<file path="config.mk">
export PLATFORM = sky130hd
export DESIGN_NAME = fcs_host
export DESIGN_NICKNAME = d
export VERILOG_FILES = /design/src/hw/fcs_pkg.sv /design/src/hw/fcs_host.sv
export SDC_FILE = /design/constraint.sdc
export NUM_CORES = 1
export LEC_CHECK = 0
export BUFFER_PORTS_ARGS = -buffer_cell sky130_fd_sc_hd__buf_2
export CAP_MARGIN = 20
export CORE_ASPECT_RATIO = 0.5
export CORE_UTILIZATION = 40
export CTS_CLUSTER_SIZE = 24
export DETAILED_ROUTE_END_ITERATION = 7
export PLACE_DENSITY = 0.69
export SYNTH_ARGS = -nofsm -noshare
export SYNTH_HDL_FRONTEND = slang
export SYNTH_SLANG_ARGS = --single-unit
</file>
<file path="constraint.sdc">
create_clock -name core_clk -period 3.2 [get_ports core_clk]
set_input_delay 0.16 -clock core_clk [delete_from_list [all_inputs] [get_ports core_clk]]
set_output_delay 0.16 -clock core_clk [all_outputs]
set_load 0.01 [all_outputs]
</file>
<file path="src/hw/fcs_pkg.sv">
// shared constants, types and register map for the flash command host
package fcs_pkg;
    // clock and bus timing, times in ns
    localparam int CLK_PERIOD_NS = 10;
    localparam int T_WE_LOW_NS   = 50;
    localparam int T_WE_HIGH_NS  = 30;
    localparam int T_ACC_NS      = 100;
    localparam int WE_LOW_CYC    = (T_WE_LOW_NS + CLK_PERIOD_NS - 1) / CLK_PERIOD_NS;
    localparam int WE_HIGH_CYC   = (T_WE_HIGH_NS + CLK_PERIOD_NS - 1) / CLK_PERIOD_NS;
    localparam int ACC_CYC       = (T_ACC_NS + CLK_PERIOD_NS - 1) / CLK_PERIOD_NS;
    // register byte offsets
    localparam logic [7:0] REG_CTRL   = 8'h00;
    localparam logic [7:0] REG_ADDR   = 8'h04;
    localparam logic [7:0] REG_WDATA  = 8'h08;
    localparam logic [7:0] REG_STATUS = 8'h0C;
    localparam logic [7:0] REG_RDATA  = 8'h10;
    // field positions
    localparam int CTRL_START_BIT = 0;
    localparam int CTRL_OP_LSB    = 1;
    localparam int ST_BUSY_BIT    = 0;
    localparam int ST_READY_BIT   = 1;
    localparam int ST_DONE_BIT    = 2;
    localparam int ST_FAIL_BIT    = 3;
    localparam int POLL_BIT       = 7;
    localparam int TIMEOUT_BIT    = 5;
    // command codes and unlock addresses (word mode)
    localparam logic [7:0]  CMD_UNLOCK1 = 8'hAA;
    localparam logic [7:0]  CMD_UNLOCK2 = 8'h55;
    localparam logic [7:0]  CMD_IDENT   = 8'h90;
    localparam logic [7:0]  CMD_PROG    = 8'hA0;
    localparam logic [7:0]  CMD_ERASE   = 8'h80;
    localparam logic [7:0]  CMD_CHIP    = 8'h10;
    localparam logic [7:0]  CMD_SECT    = 8'h30;
    localparam logic [7:0]  CMD_SUSP    = 8'hB0;
    localparam logic [7:0]  CMD_RESUME  = 8'h30;
    localparam logic [7:0]  CMD_RESET   = 8'hF0;
    localparam logic [11:0] UNLOCK_A1   = 12'h555;
    localparam logic [11:0] UNLOCK_A2   = 12'h2AA;
    typedef enum logic [2:0] {
        OP_READ = 3'h0, OP_RESET = 3'h1, OP_IDENT = 3'h2, OP_PROG = 3'h3,
        OP_CHIP = 3'h4, OP_SECT = 3'h5, OP_SUSP = 3'h6, OP_RESUME = 3'h7
    } fcs_op_t;
    typedef enum logic [5:0] {
        S_IDLE = 6'h01, S_WSET = 6'h02, S_WLOW = 6'h04,
        S_WHIGH = 6'h08, S_RLOW = 6'h10, S_EVAL = 6'h20
    } fcs_state_t;
    // one bus write of a command sequence
    typedef struct packed {
        logic [11:0] addr;
        logic [7:0]  data;
        logic        useAddr;
        logic        useData;
    } fcs_step_t;
    // flash strobes, all active low
    typedef struct packed {
        logic ceN;
        logic weN;
        logic oeN;
    } fcs_strobe_t;
endpackage : fcs_pkg

</file>
<file path="src/hw/fcs_host.sv">
// flash command host: AHB-Lite registers, command sequencer and status polling
//
// Our own choices: the register addresses and the AHB-Lite register port.
`timescale 1ns/1ns
// Notes on behaviour
// - Reset code F0 returns to array reads; host sends it after a failed poll.
// - Identification: AA, 55, 90 at unlock addresses, then a read.
// - Program: two unlocks, A0 at unlock address, data at target.
// - Erase: unlock, unlock, 80, unlock, unlock, then 10 at unlock address or 30 at sector.
// - Program status is polled at the program address.
// - Erase status is polled inside a sector selected for erase.
// - After the polling bit turns true, valid data comes on the next read.
// - After the timeout flag is seen, the polling bit is read again.
module fcs_host #(
    parameter int ADDR_W = 18
) (
    // clock and reset
    input  wire logic                core_clk,
    input  wire logic                resetn,
    // AHB-Lite slave
    input  wire logic                hsel,
    input  wire logic [31:0]         haddr,
    input  wire logic [1:0]          htrans,
    input  wire logic                hwrite,
    input  wire logic [2:0]          hsize,
    input  wire logic [31:0]         hwdata,
    input  wire logic                hready,
    output logic                     hreadyout,
    output logic                     hresp,
    output logic [31:0]              hrdata,
    // flash pins
    output fcs_pkg::fcs_strobe_t     flashStrobe,
    output logic [ADDR_W-1:0]        flashAddr,
    input  wire logic [15:0]         dqIn,
    output logic [15:0]              dqOut,
    output logic                     dqOe,
    input  wire logic                busyOdIn
);
    ////////////////////////////////////////////////////////////////////////
    // parameter check: the unlock addresses need twelve address bits
    if (ADDR_W < 12 || ADDR_W > 32) begin : gBadAddrW
        $error("ADDR_W must lie between 12 and 32");
    end
    ////////////////////////////////////////////////////////////////////////
    // state
    fcs_pkg::fcs_state_t  stateQ;
    fcs_pkg::fcs_op_t     opQ;
    fcs_pkg::fcs_strobe_t strobeQ;
    logic [3:0]           cntQ;
    logic [2:0]           stepQ;
    logic [ADDR_W-1:0]    addrQ;
    logic [ADDR_W-1:0]    faddrQ;
    logic [15:0]          wdataQ;
    logic [15:0]          rdataQ;
    logic [15:0]          dqOutQ;
    logic                 dqOeQ;
    logic                 doneQ;
    logic                 failQ;
    logic                 finalQ;
    logic                 toSeenQ;
    logic                 selQ;
    logic                 wrQ;
    logic [7:0]           regQ;
    logic [31:0]          hrdataQ;

    ////////////////////////////////////////////////////////////////////////
    // command tables
    function automatic fcs_pkg::fcs_step_t stepOf(input fcs_pkg::fcs_op_t op, input logic [2:0] idx);
        fcs_pkg::fcs_step_t s;
        s = '{addr: fcs_pkg::UNLOCK_A1, data: fcs_pkg::CMD_UNLOCK1, useAddr: 1'b0, useData: 1'b0};
        case (op)
            fcs_pkg::OP_RESET:  s.data = fcs_pkg::CMD_RESET;
            fcs_pkg::OP_SUSP:   s.data = fcs_pkg::CMD_SUSP;
            fcs_pkg::OP_RESUME: s.data = fcs_pkg::CMD_RESUME;
            default: begin
                case (idx)
                    3'h1, 3'h4: begin
                        s.addr = fcs_pkg::UNLOCK_A2;
                        s.data = fcs_pkg::CMD_UNLOCK2;
                    end
                    3'h2: begin
                        s.data = (op == fcs_pkg::OP_IDENT) ? fcs_pkg::CMD_IDENT :
                                 (op == fcs_pkg::OP_PROG)  ? fcs_pkg::CMD_PROG :
                                                             fcs_pkg::CMD_ERASE;
                    end
                    3'h3: begin
                        s.useAddr = (op == fcs_pkg::OP_PROG);
                        s.useData = (op == fcs_pkg::OP_PROG);
                    end
                    3'h5: begin
                        s.useAddr = (op == fcs_pkg::OP_SECT);
                        s.data    = (op == fcs_pkg::OP_SECT) ? fcs_pkg::CMD_SECT : fcs_pkg::CMD_CHIP;
                    end
                    default: s.data = fcs_pkg::CMD_UNLOCK1;
                endcase
            end
        endcase
        return s;
    endfunction : stepOf
    // number of writes before the read phase
    function automatic logic [2:0] nWrites(input fcs_pkg::fcs_op_t op);
        case (op)
            fcs_pkg::OP_READ:  return 3'h0;
            fcs_pkg::OP_IDENT: return 3'h3;
            fcs_pkg::OP_PROG:  return 3'h4;
            fcs_pkg::OP_CHIP,
            fcs_pkg::OP_SECT:  return 3'h6;
            default:           return 3'h1;
        endcase
    endfunction : nWrites
    ////////////////////////////////////////////////////////////////////////
    // decode
    wire                 accept   = hsel & htrans[1] & hready;
    wire                 regWr    = selQ & wrQ;
    wire                 startReq = regWr & (regQ == fcs_pkg::REG_CTRL) & hwdata[fcs_pkg::CTRL_START_BIT];
    wire fcs_pkg::fcs_op_t opReq  = fcs_pkg::fcs_op_t'(hwdata[fcs_pkg::CTRL_OP_LSB +: 3]);
    wire                 isIdle   = (stateQ == fcs_pkg::S_IDLE);
    wire                 pollOp   = (opQ == fcs_pkg::OP_PROG) | (opQ == fcs_pkg::OP_CHIP) | (opQ == fcs_pkg::OP_SECT);
    wire                 readOp   = pollOp | (opQ == fcs_pkg::OP_READ) | (opQ == fcs_pkg::OP_IDENT);
    wire [2:0]           stepNxt  = 3'(stepQ + 3'h1);
    wire                 moreWr   = (stepNxt < nWrites(opQ));
    // erase expects 1, program expects true bit 7 of the data
    wire                 expBit   = (opQ == fcs_pkg::OP_PROG) ? wdataQ[fcs_pkg::POLL_BIT] : 1'b1;
    wire                 pollMatch = (rdataQ[fcs_pkg::POLL_BIT] == expBit);
    wire                 toFlag   = rdataQ[fcs_pkg::TIMEOUT_BIT];
    wire fcs_pkg::fcs_step_t stepStart = stepOf(opReq, 3'h0);
    wire fcs_pkg::fcs_step_t stepNext  = stepOf(opQ, stepNxt);
    wire fcs_pkg::fcs_step_t stepRst   = stepOf(fcs_pkg::OP_RESET, 3'h0);
    // a newly launched op may not see its own address write yet; software writes ADDR first
    wire fcs_pkg::fcs_step_t stepLoad  = isIdle ? stepStart : (stateQ == fcs_pkg::S_EVAL) ? stepRst : stepNext;
    wire [ADDR_W-1:0]    loadAddr = stepLoad.useAddr ? addrQ : ADDR_W'(stepLoad.addr);
    wire [15:0]          loadData = stepLoad.useData ? wdataQ : {8'h00, stepLoad.data};
    wire [31:0]          statusWord = {28'h0000000, failQ, doneQ, busyOdIn, ~isIdle};
    wire [7:0]           rdSel    = haddr[7:0];
    wire [31:0]          rdMux    = (rdSel == fcs_pkg::REG_CTRL)   ? {28'h0000000, opQ, 1'b0} :
                                    (rdSel == fcs_pkg::REG_ADDR)   ? 32'(addrQ) :
                                    (rdSel == fcs_pkg::REG_WDATA)  ? {16'h0000, wdataQ} :
                                    (rdSel == fcs_pkg::REG_STATUS) ? statusWord :
                                    (rdSel == fcs_pkg::REG_RDATA)  ? {16'h0000, rdataQ} : 32'h00000000;

    assign hreadyout   = 1'b1;
    assign hresp       = 1'b0;
    assign hrdata      = hrdataQ;
    assign flashStrobe = strobeQ;
    assign flashAddr   = faddrQ;
    assign dqOut       = dqOutQ;
    assign dqOe        = dqOeQ;

    ////////////////////////////////////////////////////////////////////////
    // bus address phase and register writes; hsize ignored, only words are used
    always_ff @(posedge core_clk or negedge resetn) begin
        if (!resetn) begin
            selQ    <= 1'b0;
            wrQ     <= 1'b0;
            regQ    <= 8'h00;
            hrdataQ <= 32'h00000000;
            addrQ   <= '0;
            wdataQ  <= 16'h0000;
        end else begin
            selQ <= accept;
            wrQ  <= hwrite;
            regQ <= haddr[7:0];
            if (accept && !hwrite) hrdataQ <= rdMux;
            if (regWr && regQ == fcs_pkg::REG_ADDR) addrQ <= hwdata[ADDR_W-1:0];
            if (regWr && regQ == fcs_pkg::REG_WDATA) wdataQ <= hwdata[15:0];
        end
    end

    ////////////////////////////////////////////////////////////////////////
    // sequencer; a start while busy is dropped, and suspend state needs no guard here
    always_ff @(posedge core_clk or negedge resetn) begin
        if (!resetn) begin
            stateQ  <= fcs_pkg::S_IDLE;
            opQ     <= fcs_pkg::OP_READ;
            strobeQ <= 3'b111;
            cntQ    <= 4'h0;
            stepQ   <= 3'h0;
            faddrQ  <= '0;
            dqOutQ  <= 16'h0000;
            dqOeQ   <= 1'b0;
            rdataQ  <= 16'h0000;
            doneQ   <= 1'b0;
            failQ   <= 1'b0;
            finalQ  <= 1'b0;
            toSeenQ <= 1'b0;
        end else begin
            case (stateQ)
                fcs_pkg::S_IDLE: begin
                    if (startReq) begin
                        opQ     <= opReq;
                        stepQ   <= 3'h0;
                        doneQ   <= 1'b0;
                        failQ   <= 1'b0;
                        finalQ  <= 1'b0;
                        toSeenQ <= 1'b0;
                        if (opReq == fcs_pkg::OP_READ) begin
                            faddrQ  <= addrQ;
                            strobeQ <= 3'b010;
                            cntQ    <= 4'(fcs_pkg::ACC_CYC - 1);
                            stateQ  <= fcs_pkg::S_RLOW;
                        end else begin
                            faddrQ  <= loadAddr;
                            dqOutQ  <= loadData;
                            strobeQ <= 3'b011;
                            stateQ  <= fcs_pkg::S_WSET;
                        end
                    end
                end
                // address settles before the strobe falls
                fcs_pkg::S_WSET: begin
                    dqOeQ       <= 1'b1;
                    strobeQ.weN <= 1'b0;
                    cntQ        <= 4'(fcs_pkg::WE_LOW_CYC - 1);
                    stateQ      <= fcs_pkg::S_WLOW;
                end
                fcs_pkg::S_WLOW: begin
                    cntQ <= 4'(cntQ - 4'h1);
                    if (cntQ == 4'h0) begin
                        strobeQ <= 3'b111;
                        cntQ    <= 4'(fcs_pkg::WE_HIGH_CYC - 1);
                        stateQ  <= fcs_pkg::S_WHIGH;
                    end
                end
                // data kept on the bus through the rising edge
                fcs_pkg::S_WHIGH: begin
                    cntQ <= 4'(cntQ - 4'h1);
                    if (cntQ == 4'h0) begin
                        dqOeQ <= 1'b0;
                        if (moreWr) begin
                            stepQ   <= stepNxt;
                            faddrQ  <= loadAddr;
                            dqOutQ  <= loadData;
                            strobeQ <= 3'b011;
                            stateQ  <= fcs_pkg::S_WSET;
                        end else if (readOp) begin
                            faddrQ  <= addrQ;
                            strobeQ <= 3'b010;
                            cntQ    <= 4'(fcs_pkg::ACC_CYC - 1);
                            stateQ  <= fcs_pkg::S_RLOW;
                        end else begin
                            doneQ  <= 1'b1;
                            stateQ <= fcs_pkg::S_IDLE;
                        end
                    end
                end
                fcs_pkg::S_RLOW: begin
                    cntQ <= 4'(cntQ - 4'h1);
                    if (cntQ == 4'h0) begin
                        rdataQ  <= dqIn;
                        strobeQ <= 3'b111;
                        stateQ  <= fcs_pkg::S_EVAL;
                    end
                end
                // poll result; protected targets end as array reads that match
                fcs_pkg::S_EVAL: begin
                    if (!pollOp || (pollMatch && finalQ)) begin
                        doneQ  <= 1'b1;
                        stateQ <= fcs_pkg::S_IDLE;
                    end else if (!pollMatch && toFlag && toSeenQ) begin
                        failQ   <= 1'b1;
                        opQ     <= fcs_pkg::OP_RESET;
                        stepQ   <= 3'h0;
                        faddrQ  <= loadAddr;
                        dqOutQ  <= loadData;
                        strobeQ <= 3'b011;
                        stateQ  <= fcs_pkg::S_WSET;
                    end else begin
                        if (pollMatch) finalQ <= 1'b1;
                        if (toFlag) toSeenQ <= 1'b1;
                        strobeQ <= 3'b010;
                        cntQ    <= 4'(fcs_pkg::ACC_CYC - 1);
                        stateQ  <= fcs_pkg::S_RLOW;
                    end
                end
                default: stateQ <= fcs_pkg::S_IDLE;
            endcase
        end
    end

    wire weLow = !strobeQ.weN;
endmodule : fcs_host

</file>
* After elaboration in Yosys (flattened, before gate mapping) *
Cells that the tools add are included.

storage, ports and cells
  register bits = 150
  input bits = 91
  output and inout bits = 72
  word-level logic and storage cells = 213

cells by class
  add/sub/neg operators = 2
  magnitude comparators = 1
  equality and inequality tests = 45
  muxes and demuxes = 96
  bitwise logic cells = 10
  reductions and logical operators = 38

operators by type and width
  cell                                                  count
  two-way mux 18 bit                                    10
  two-way mux 16 bit                                    10
  one-hot mux 8 bit (3 select lines)                    3
  one-hot mux 18 bit (3 select lines)                   1
  two-way mux 6 bit                                     8
  one-hot mux 16 bit (3 select lines)                   1
  two-way mux 22 bit                                    2
  two-way mux 3 bit                                     14
  one-hot mux 6 bit (6 select lines)                    1
  two-way mux 4 bit                                     8
  AND reduction 6 bit                                   5
  equality test 3 bit (second input constant)           8
  equality test 8 x 4 -> 1 bit (second input constant)  3
  inequality test 2 bit (second input constant)         12
  one-hot mux 4 bit (6 select lines)                    1
  two-way mux 5 bit                                     4
  two-way mux 1 bit                                     18
  equality test 8 x 3 -> 1 bit (second input constant)  2
  logical NOT 8 bit                                     2
  AND reduction 5 bit                                   3
  equality test 3 x 2 -> 1 bit (second input constant)  4
  two-way mux 12 bit                                    1
  one-hot mux 3 bit (4 select lines)                    1
  two-way mux 11 bit                                    1
  other kinds (39)                                      69

* Logic depth before layout (Yosys ltp) *
Gate-level depths: netlist of run 1.

  word-level depth = 11
  depth in mapped cells = 11

* Least setup slack after synthesis of run 1 *
OpenSTA, ideal clock, no wires.

  path kind = flip-flop to flip-flop
  from = register stepQ[0]
  to = register faddrQ[0], in the netlist flashAddr[0]
  library setup time = 0.126 ns
  data arrival time = 2.799 ns
  required time = 3.074 ns
  slack = 0.275 ns
  cell stages (with the launch flop) = 12
  buffers on the path = 1
  clock period less this slack = 2.925 ns
  cell sequence = dfrtp_1 > ha_1 > xnor2_1 > inv_1 > ha_1 > a21oi_1 > nand2_1 > o211ai_1 > and4_1 > clkbuf_1 > nand3b_1 > o2bb2ai_1

on the way
  cells in the longest elaborated chain, start to end = 11

RTL lines
  element                                                              RTL line                                           RTL
  start: declaration                                                   fcs_host.sv:50                                     logic [2:0] stepQ;
  start signal: assignment                                             fcs_host.sv:230                                    stepQ <= stepNxt;
  adder 3 x 1 -> 3 bit (*)                                             fcs_host.sv:120                                    wire [2:0] stepNxt = 3'(stepQ + 3'h1);
  equality test 3 x 1 -> 1 bit or equality test 3 bit (tied branches)  fcs_host.sv:76                                     case (idx)
  OR reduction 2 bit                                                   fcs_host.sv:76
  two-way mux 11 bit                                                   fcs_host.sv:76
  two-way mux 12 bit                                                   fcs_host.sv:71                                     case (op)
  two-way mux 22 bit (2 in series)                                     fcs_host.sv:130                                    wire fcs_pkg::fcs_step_t stepLoad = isIdle ? stepStart : (stateQ == fcs_pkg::S_EVAL) ? stepRst : stepNext;
  two-way mux 18 bit                                                   fcs_host.sv:131                                    wire [ADDR_W-1:0] loadAddr = stepLoad.useAddr ? addrQ : ADDR_W'(stepLoad.addr);
  two-way mux 18 bit, on equally long branches                         fcs_host.sv:259, fcs_host.sv:196, fcs_host.sv:229
  two-way mux 18 bit, on equally long branches                         fcs_host.sv:256, fcs_host.sv:189, fcs_host.sv:227
  one-hot mux 18 bit (3 select lines)                                  fcs_host.sv:187                                    case (stateQ)
  end signal: assignment                                               fcs_host.sv:197                                    faddrQ <= addrQ;
  end signal: assignment                                               fcs_host.sv:202                                    faddrQ <= loadAddr;
  end signal: assignment                                               fcs_host.sv:263                                    faddrQ <= loadAddr;
  end: declaration                                                     fcs_host.sv:52                                     logic [ADDR_W-1:0] faddrQ;

Mark *: on every way between the ends. The rest lies on a longest branch, timed or not. The select of a mux whose other input is x is not followed.
A chain may end at the register's enable or synchronous reset.

* Worst setup path after layout of run 1 *
  from = register stepQ[1]
  to = register faddrQ[8], in the netlist flashAddr[8]

Same word-level chain as after synthesis.

==> results of run 1 <==
-- kinds of logic (layout without fill, tap and decap cells) --
group,after synthesis,after routing,share of synthesized area (%)
simple gates,196,196,14.3
compound gates,147,147,15.2
flops,136,136,50.2
mux,75,75,12.1
buf+inv,73,217,5.31
fa+ha+maj,9,9,1.66
xor+xnor,9,9,1.16
other cells,2,16,0.111
-- stage by stage --
step / hold slack, ns / area (sq um)
after detailed placement: 0.257 / 7600
after global routing: 0.0113 / 8560
after global placement: 0.250 / 7600
after CTS: 0.000176 / 8530
after floorplan: -0.136 / 6840
final: 0.00686 / 8560
-- power by group through the flow --
stage | registers [mW] | clock network (mW) | logic [mW]
2_1_floorplan | 2.36 | 0 | 1.73
3_3_place_gp | 2.39 | 0 | 2.46
3_5_place_dp | 2.40 | 0 | 2.51
4_1_cts | 2.38 | 2.09 | 2.55
5_1_grt | 2.43 | 2.16 | 2.81
6_report | 2.38 | 2.06 | 2.57
-- metal layers --
metal,global-route usage [%],up-vias
met5,0,-
li1,-,2597
met1,28.1,2751
met2,34.3,168
met3,3.60,28
met4,7.99,0
-- layout make-up --
cell class                 instances  area, sq um
multi-input combinational        452         3090
timing repair buffer             161         1080
clock inverter                    14          186
inverter                          24         90.1
clock buffer                      18          429
tap                              227          284
fill                            1451         7910
sequential                       136         3410
-- path summary, 6_finish.rpt --
check | startpoint | depth (start not counted) | endpoint | slack (ns)
worst max register to register | stepQ[1]$_DFFE_PN0P_ | 11 | flashAddr[8]$_DFFE_PN0P_ | 0.25
worst max-delay path | stepQ[1]$_DFFE_PN0P_ | 11 | flashAddr[8]$_DFFE_PN0P_ | 0.25
worst min-delay path | hwdata[4] | 2 | addrQ[4]$_DFFE_PN0P_ | 0.007
min in group asynchronous | resetn | 2 | stateQ[2]$_DFFE_PN0P_ | 0.32
worst min register to register | flashStrobe[1]$_DFFE_PN1P_ | 2 | flashStrobe[1]$_DFFE_PN1P_ | 0.46
max in group asynchronous | resetn | 3 | flashAddr[17]$_DFFE_PN0P_ | 2.05
-- cells in the final DEF, fill, tap and decap left out, drive strengths merged, types with 13 or more instances in the layout --
master	Yosys	layout
dlygate4sd3	0	31
conb	2	16
o2bb2ai	13	13
mux2i	20	20
nor3	13	13
nand2	53	53
inv	24	30
dfrtp	132	132
a21oi	24	24
clkbuf	22	18
nor2	58	58
mux2	55	55
buf	27	130
nand3	13	13
o21ai	32	32
a31oi	14	14
-- what timing repair did --
action,in CTS,in global routing
hold buffers,31,0
resized for setup,0,1
setup endpoints to repair,0,6
setup buffers,0,0
endpoints found under the hold margin,108,0
-- critical path, delay by kind of cell (launching register included) --
kind            cells  cell delay [ns]
compound gates      3             0.62
fa+ha+maj           2             0.60
flops               1             0.45
buf+inv             2             0.32
simple gates        3             0.56
xor+xnor            1             0.28
-- flip-flops by register name, indices dropped and copies added (netlist names) --
register and flops:
hrdata 18, regQ 8, finalQ 1, flashStrobe 3, doneQ 1, dqOe 1, stateQ 6, failQ 1
wrQ 1, opQ 3, addrQ 18, wdataQ 16, toSeenQ 1, selQ 1, rdataQ 16, stepQ 3
flashAddr 18, dqOut 16, cntQ 4
==> metrics, run 1 <==
Final Cycle Share 92.3%; DR vias around 5.5k; Lkg Pwr roughly 3.9 nW; Initial DRC Count 442; DR vias/cell approximately 5.4; post-synth cell types 69; net switching power between 2 and 3 mW; Slowest cell on crit path dfrtp_1; pre-CTS setup slack around 0.22 ns; Critical Path End Type register; main area contributors after synthesis dfrtp_1, mux2_2, nor2_1, mux2i_1, nand2_1; Starting Density roughly two fifths; Initial DRT Pass Iterations 5; top cells by count, synth dfrtp_1, nor2_1, mux2_2; Max Slew Vio Count 0; status finished clean; Ys Warns 0; TNS Setup 0 ns; Mapped Cells around 650; GRT Util Overall between 20% and 30%; Clock transition at path regs roughly 0.06 ns; global-route wire length before repair 28100 um; Met1 Wirelength approximately 8100 um; DIE WIDTH around 190 um; die height around 94 um; Inst Count DP between 900 and 1k; TritonCTS clock tree yes; ys flop type dfrtp_1; Synth top area share 48.7%; Post-Route WL roughly 18000 um; internal power ~4.5 mW; Final Setup Violations 0; Worst Hold Class input pin to register; P per Cell Area roughly 800 nW/um^2; layout cells sized above 1 between 20% and 30%; area leader, netlist dfrtp_1; CP most frequent cell ha_1; CP Data Arrival Time 3.25 ns; Syn Area/Cell around 10 sq um; sequential power share about a third; total power draw about 7 mW; Max-slew headroom about 43%; area grow syn2layout 26.2%; WP data required between 3 and 4 ns; #FFs+latches synth around 140; clk_skew approximately 0.012 ns; RSZ-0062 raised after global routing no; Max Root-Sink Buffers 2; Routed met3 length 846 um; end-of-flow core utilization 52.0%; CTS Buf Count 17; largest net degree at the start of global routing 80; n_diodes 0; Comb power frac a little over a third; Max Cap Viol 0; I/O pins between 150 and 200; fin worst setup slack approximately 0.25 ns; Post-DRT Antenna Nets 0; Sw Ratio 36.0%; fin crit period just under 3 ns; Critical Path Max Stage Delay 0.45 ns; Layout Nets a little under 900; critical-path cell list ha_1 > xnor2_2 > inv_1 > ha_1 > a21oi_1 > nand2_1 > o211ai_1 > buf_4 > and4_1 > nand3b_1 > o2bb2ai_1; clock share of power between 20% and 30%; Synth Cell Area approximately 6800 sq um; vias in the first global route between 5k and 6k; total grt overflow 0; Port Buffers about 100; Worst Tran Pin Value around 0.85 ns; Post-synth EDFFs 0; Max Used Layer met4; Post-synth ARST share between 90% and 100%; max frequency 338 MHz; Peak VDD IR 0.000380 V; sequential fraction of the synthesis area ~50%; Die ar. between 15000 and 20000 sq um; most frequent cell after synthesis dfrtp_1; worst skew pair latency about 0.42 ns; Root Driver clkbuf_16; crit-path max FO 6; CTS sink count 136; Fin. Hold Viols 0; WL/cell ~17 um; antenna violations before repair 0; Final GP Congestion ~0.89; fin cells about 1.0k; Core ar. ~16000 sq um; Crit Path Class register to register; DR DRC count 0; CP startpoint kind register; H-tree levels 4; Rows 33; hpwl dp about 12000 um; DR WL met2 between 8000 and 9000 um
No activity file was read; power rests on OpenSTA's default activity.
==> run 2, diff against run 1 <==
- CORE_UTILIZATION: 40 -> 31
- PLACE_DENSITY: 0.69 -> 0.57
==> run 2 against run 1 <==
Effect of this change: first-iteration DRC count is 22% lower; core utilization is 11 points lower; highest routed layer unchanged; wire length is 2.9% higher; clock-buffer cell count is 2 higher; maximum frequency is 2.4% higher; global-route usage is 4.2 points lower; sequential power hardly changed; worst hold slack better by 0.012 ns; power is 0.46% lower; sequential cell count stayed put.
==> metrics, run 2 (synthesis gave the netlist of run 1 again) <==
commonest non-fill, non-tap cell in the layout dfrtp_1; TNS Setup 0 ns; Initial DRC Count between 300 and 400; layout cells sized above 1 between 30% and 40%; Max Cap Viol 0; Final Cycle Share between 90 and 100%; Critical Path End Type register; total grt overflow 0; Storage cell area 3410 sq um; DR vias between 5k and 6k; CP Data Arrival Time 3.17 ns; CP startpoint kind register; Lkg Pwr ~3.9 nW; CTS sink count approximately 140; Worst Hold Class input pin to register; Worst Tran Pin Value between 0.8 and 0.9 ns; Max Root-Sink Buffers 2; Max-slew headroom about 43%; antenna violations before repair 0; I/O pins 163; Final Setup Violations 0; Slowest cell on crit path dfrtp_1; Root Driver clkbuf_16; RSZ-0062 raised after global routing no; TritonCTS clock tree yes; Inst Count DP 1037; die height about 110 um; Peak VDD IR 0.000484 V; GRT Util Overall between 15 and 20%; P per Cell Area 806 nW/um^2; critical-path cell list ha_1 > xnor2_2 > inv_1 > ha_1 > a21oi_1 > nand2_1 > o211ai_1 > buf_4 > and4_1 > nand3b_1 > o2bb2ai_1; global-route wire length before repair about 30000 um; multi-input logic area between 3000 and 4000 sq um; WL/cell 16.6 um; Critical Path Max Stage Delay about 0.44 ns; Final GP Congestion slightly below 0.9; hpwl dp between 10000 and 15000 um; CP most frequent cell ha_1; fin crit period 2.89 ns; Max Slew Vio Count 0; fin cells around 1.1k; most frequent cells in the layout dfrtp_1, buf_2, nor2_1, mux2_2, nand2_1; Fin. Hold Viols 0; status finished clean; Rows 37; DR DRC count 0; max frequency 347 MHz; vias in the first global route approximately 5.4k; clk_skew approximately 0.0087 ns; end-of-flow core utilization just over 40%; Starting Density between 30% and 40%; n_diodes 0; area grow syn2layout 27.6%; crit-path max FO 6; H-tree levels 4; Post-Route WL between 15000 and 20000 um; Post-DRT Antenna Nets 0; DR vias/cell between 4 and 5; Die ar. ~23000 sq um; Port Buffers roughly 100; Setup Fix Bufs, Post-CTS 0; Crit Path Class register to register; DIE WIDTH 211 um; Filler cells 2071; Layout Nets roughly 900; Initial DRT Pass Iterations 5; WP data required around 3.5 ns; Core ar. 21000 sq um; largest net degree at the start of global routing between 70 and 80; worst skew pair latency 0.41 ns; Clock transition at path regs approximately 0.060 ns; CTS Buf Count 17
==> run 2: cell count changes in the layout (fill, tap and decap cells not counted) <==
cell | before | now
buf_4 | 23 | 27
clkbuf_8 | 0 | 2
clkinvlp_4 | 1 | 3
inv_8 | 2 | 0
bufinv_16 | 3 | 2
clkinv_4 | 3 | 2
==> run 2: metal layers <==
layer | wire [um] | share of wire [%] | up-vias | global-route usage [%]
li1 | - | - | 2602 | -
met1 | 8710 | 48 | 2732 | 23.0
met2 | 8930 | 49 | 101 | 27.8
met3 | 528 | 2.9 | 14 | 2.69
met4 | 163 | 0.89 | 0 | 4.55
met5 | 0 | 0 | - | 0
==> run 2: layout make-up <==
| type | instances | area share [%] |
|---|---|---|
| well taps | 292 | 4.22 |
| multi-input cells | 452 | 35.7 |
| clock inverters | 12 | 1.62 |
| clock buffers | 20 | 5.28 |
| inverters | 24 | 1.04 |
| flip-flops and latches | 136 | 39.4 |
| repair buffers | 165 | 12.8 |
==> run 2: worst max-delay path: cells and delay by family (launching register included) <==
| family | cells | cell delay, ns |
|---|---|---|
| xor gates and xnor gates | 1 | 0.25 |
| buffers and inverters | 2 | 0.29 |
| DFF | 1 | 0.44 |
| adders and majority gates | 2 | 0.58 |
| and+or+nand+nor | 3 | 0.56 |
| AOI/OAI and AO/OA | 3 | 0.61 |
==> run 2: metrics by stage <==
step / instance area [sq um] / power (mW) / setup WS, ns / hold slack, ns
floorplan: 6840 / 4.09 / 0.275 / -0.136
global placement: 7710 / 4.94 / 0.292 / 0.228
detailed placement: 7710 / 4.99 / 0.251 / 0.233
CTS: 8620 / 7.02 / 0.222 / 0.000392
global route: 8650 / 7.40 / 0.0999 / 0.0129
finish: 8650 / 6.98 / 0.315 / 0.0186
==> run 2: path summary, 6_finish.rpt <==
path	startpoint	to	slack (ns)	cells past startpoint
worst min register to register	flashStrobe[1]$_DFFE_PN1P_	flashStrobe[1]$_DFFE_PN1P_	0.46	2
worst max-delay path	stepQ[1]$_DFFE_PN0P_	flashAddr[6]$_DFFE_PN0P_	0.31	11
max in group asynchronous	resetn	addrQ[17]$_DFFE_PN0P_	2.00	3
worst max register to register	stepQ[1]$_DFFE_PN0P_	flashAddr[6]$_DFFE_PN0P_	0.31	11
worst min-delay path	dqIn[0]	rdataQ[0]$_DFFE_PN0P_	0.02	2
min in group asynchronous	resetn	dqOe$_DFFE_PN0P_	0.33	2
==> run 2: timing repair <==
action	4_1_cts	5_1_grt
hold buffers	31	0
resized for setup	0	1
hold endpoints to repair	107	0
endpoints found under the setup margin	0	2
==> run 2: power breakdown <==
part | internal, mW | switching, mW
sequential | 2.09 | 0.297
combinational | 1.19 | 1.41
clock | 1.20 | 0.790
==> run 3, diff against run 2 <==
- CORE_ASPECT_RATIO: 0.5 -> 0.8
- HOLD_SLACK_MARGIN: unset -> 0.05
==> run 3 against run 2 <==
Effect of this change: die area fell by 0.15%; sequential cell count did not move; cell count fell by 0.73%; via count rose by 1.4%; clock power rose by 11%; sequential share of layout area fell by 0.54 points; power rose by 4.1%; first-iteration DRC count rose by 20%; critical path type unchanged; largest power group unchanged.
==> metrics, run 3 (synthesis gave the netlist of run 1 again) <==
total power draw between 7 and 8 mW; Slowest cell on crit path dfrtp_1; CP most frequent cell ha_1; Final Cycle Share 91.3%; vias in the first global route around 5.4k; Final GP Congestion approximately 0.86; Max Root-Sink Buffers 2; Layout Nets just over 900; Port Buffers roughly 100; crit-path max FO 7; commonest non-fill, non-tap cell in the layout dfrtp_1; RSZ-0062 raised after global routing no; DR vias/cell between 5 and 6; Storage cell area roughly 3400 sq um; Peak VDD IR 0.000518 V; total grt overflow 0; CTS Buf Count 17; TritonCTS clock tree yes; worst hold slack 0.0824 ns; clk_skew 0.00884 ns; Post-Route WL around 20000 um; Post-DRT Antenna Nets 0; max frequency 342 MHz; fin crit period between 2 and 3 ns; DIE WIDTH between 150 and 200 um; Max Cap Viol 0; H-tree levels 4; Rows between 40 and 50; Clock transition at path regs roughly 0.060 ns; Root Driver clkbuf_16; WP data required 3.52 ns; I/O pins about 160; antenna violations before repair 0; Max-slew headroom around 38%; Worst Tran Pin Value 0.929 ns; pre-CTS setup slack around 0.15 ns; Die ar. ~22000 sq um; multi-input logic area slightly above 3000 sq um; Max Slew Vio Count 0; Placed Area a little under 8000 sq um; Critical Path End Type register; R2R Setup Slk 0.28 ns; worst skew pair latency between 0.4 and 0.5 ns; DR DRC count 0; CP startpoint kind register; Starting Density roughly a third; DR vias ~5.5k; WL/cell 17.9 um; CTS sink count about 140; CP bufs+invs 2; largest net degree at the start of global routing 76; Initial DRT Pass Iterations 5; die height around 130 um; Crit Path Class register to register; Initial DRC Count a little over 400; Fin. Hold Viols 0; layout cells sized above 1 29.6%; P per Cell Area between 800 and 900 nW/um^2; GRT Util Overall between 15 and 20%; global-route wire length before repair ~31000 um; n_diodes 0; Setup Fix Bufs, Post-CTS 0; CP Data Arrival Time between 3 and 4 ns; Lkg Pwr ~3.9 nW; most frequent cells in the layout dfrtp_1, buf_2, nor2_1, mux2_2, nand2_1; status finished clean; Core ar. roughly 22000 sq um; area grow syn2layout 29.4%; Worst Hold Class input pin to register; Critical Path Max Stage Delay ~0.46 ns; fin worst setup slack approximately 0.28 ns; Post-Layout Inst Area just under 9000 sq um; hpwl dp 13900 um; cell family with most CP delay compound AO/OA/AOI/OAI gates; TNS Setup 0 ns; critical-path cell list ha_1 > xnor2_2 > inv_1 > ha_1 > a21oi_1 > nand2_1 > o211ai_1 > buf_4 > nand3_1 > nand4_1 > a21bo_2; Final Setup Violations 0; Filler cells about 2.1k
-- run 3: final timing paths --
kind | from | end | cells after the start
setup / recovery | stepQ[0]$_DFFE_PN0P_ | flashAddr[11]$_DFFE_PN0P_ | 11
hold / removal | hwdata[0] | addrQ[0]$_DFFE_PN0P_ | 3
setup reg to reg | stepQ[0]$_DFFE_PN0P_ | flashAddr[11]$_DFFE_PN0P_ | 11
hold reg to reg | flashStrobe[1]$_DFFE_PN1P_ | flashStrobe[1]$_DFFE_PN1P_ | 2
max in group asynchronous | resetn | flashAddr[13]$_DFFE_PN0P_ | 3
min in group asynchronous | resetn | dqOut[1]$_DFFE_PN0P_ | 2
-- run 3: report_power, final --
part | internal [mW] | switching (mW)
sequential | 2.09 | 0.277
clock | 1.45 | 0.750
combinational | 1.19 | 1.51
-- run 3: metal layers --
layer | track usage (%) | vias up | routed length [um]
met5 | 0 | - | 0
li1 | - | 2622 | -
met1 | 27.1 | 2704 | 9990
met4 | 4.89 | 0 | 238
met3 | 4.69 | 19 | 1180
met2 | 25.0 | 179 | 8120
-- run 3: area by class of cell --
type	count	share of cell area [%]
multi-input combinational	452	35.2
clock inverter	11	2.20
tap	275	3.92
timing repair buffer	174	13.5
sequential	136	38.8
inverter	24	1.03
clock buffer	21	5.36
-- run 3: stage by stage --
| stage | util, % | instances |
|---|---|---|
| after floorplan | - | 661 |
| after global placement | 35.7 | 1019 |
| after CTS | 40.8 | 1093 |
| final | 40.8 | 1093 |
| after detailed placement | 35.7 | 1019 |
| after global routing | 40.8 | 1093 |
-- run 3: worst min-delay path, delay by kind of cell --
kind                   cells  cell delay [ns]
buffers and inverters      2             0.21
AO/OA/AOI/OAI              1             0.09
-- run 3: timing repair --
item                                    in CTS  in global routing
gates resized for setup                      0                  1
hold buffers                                42                  0
endpoints found under the setup margin       0                 24
hold endpoints to repair                   109                  0
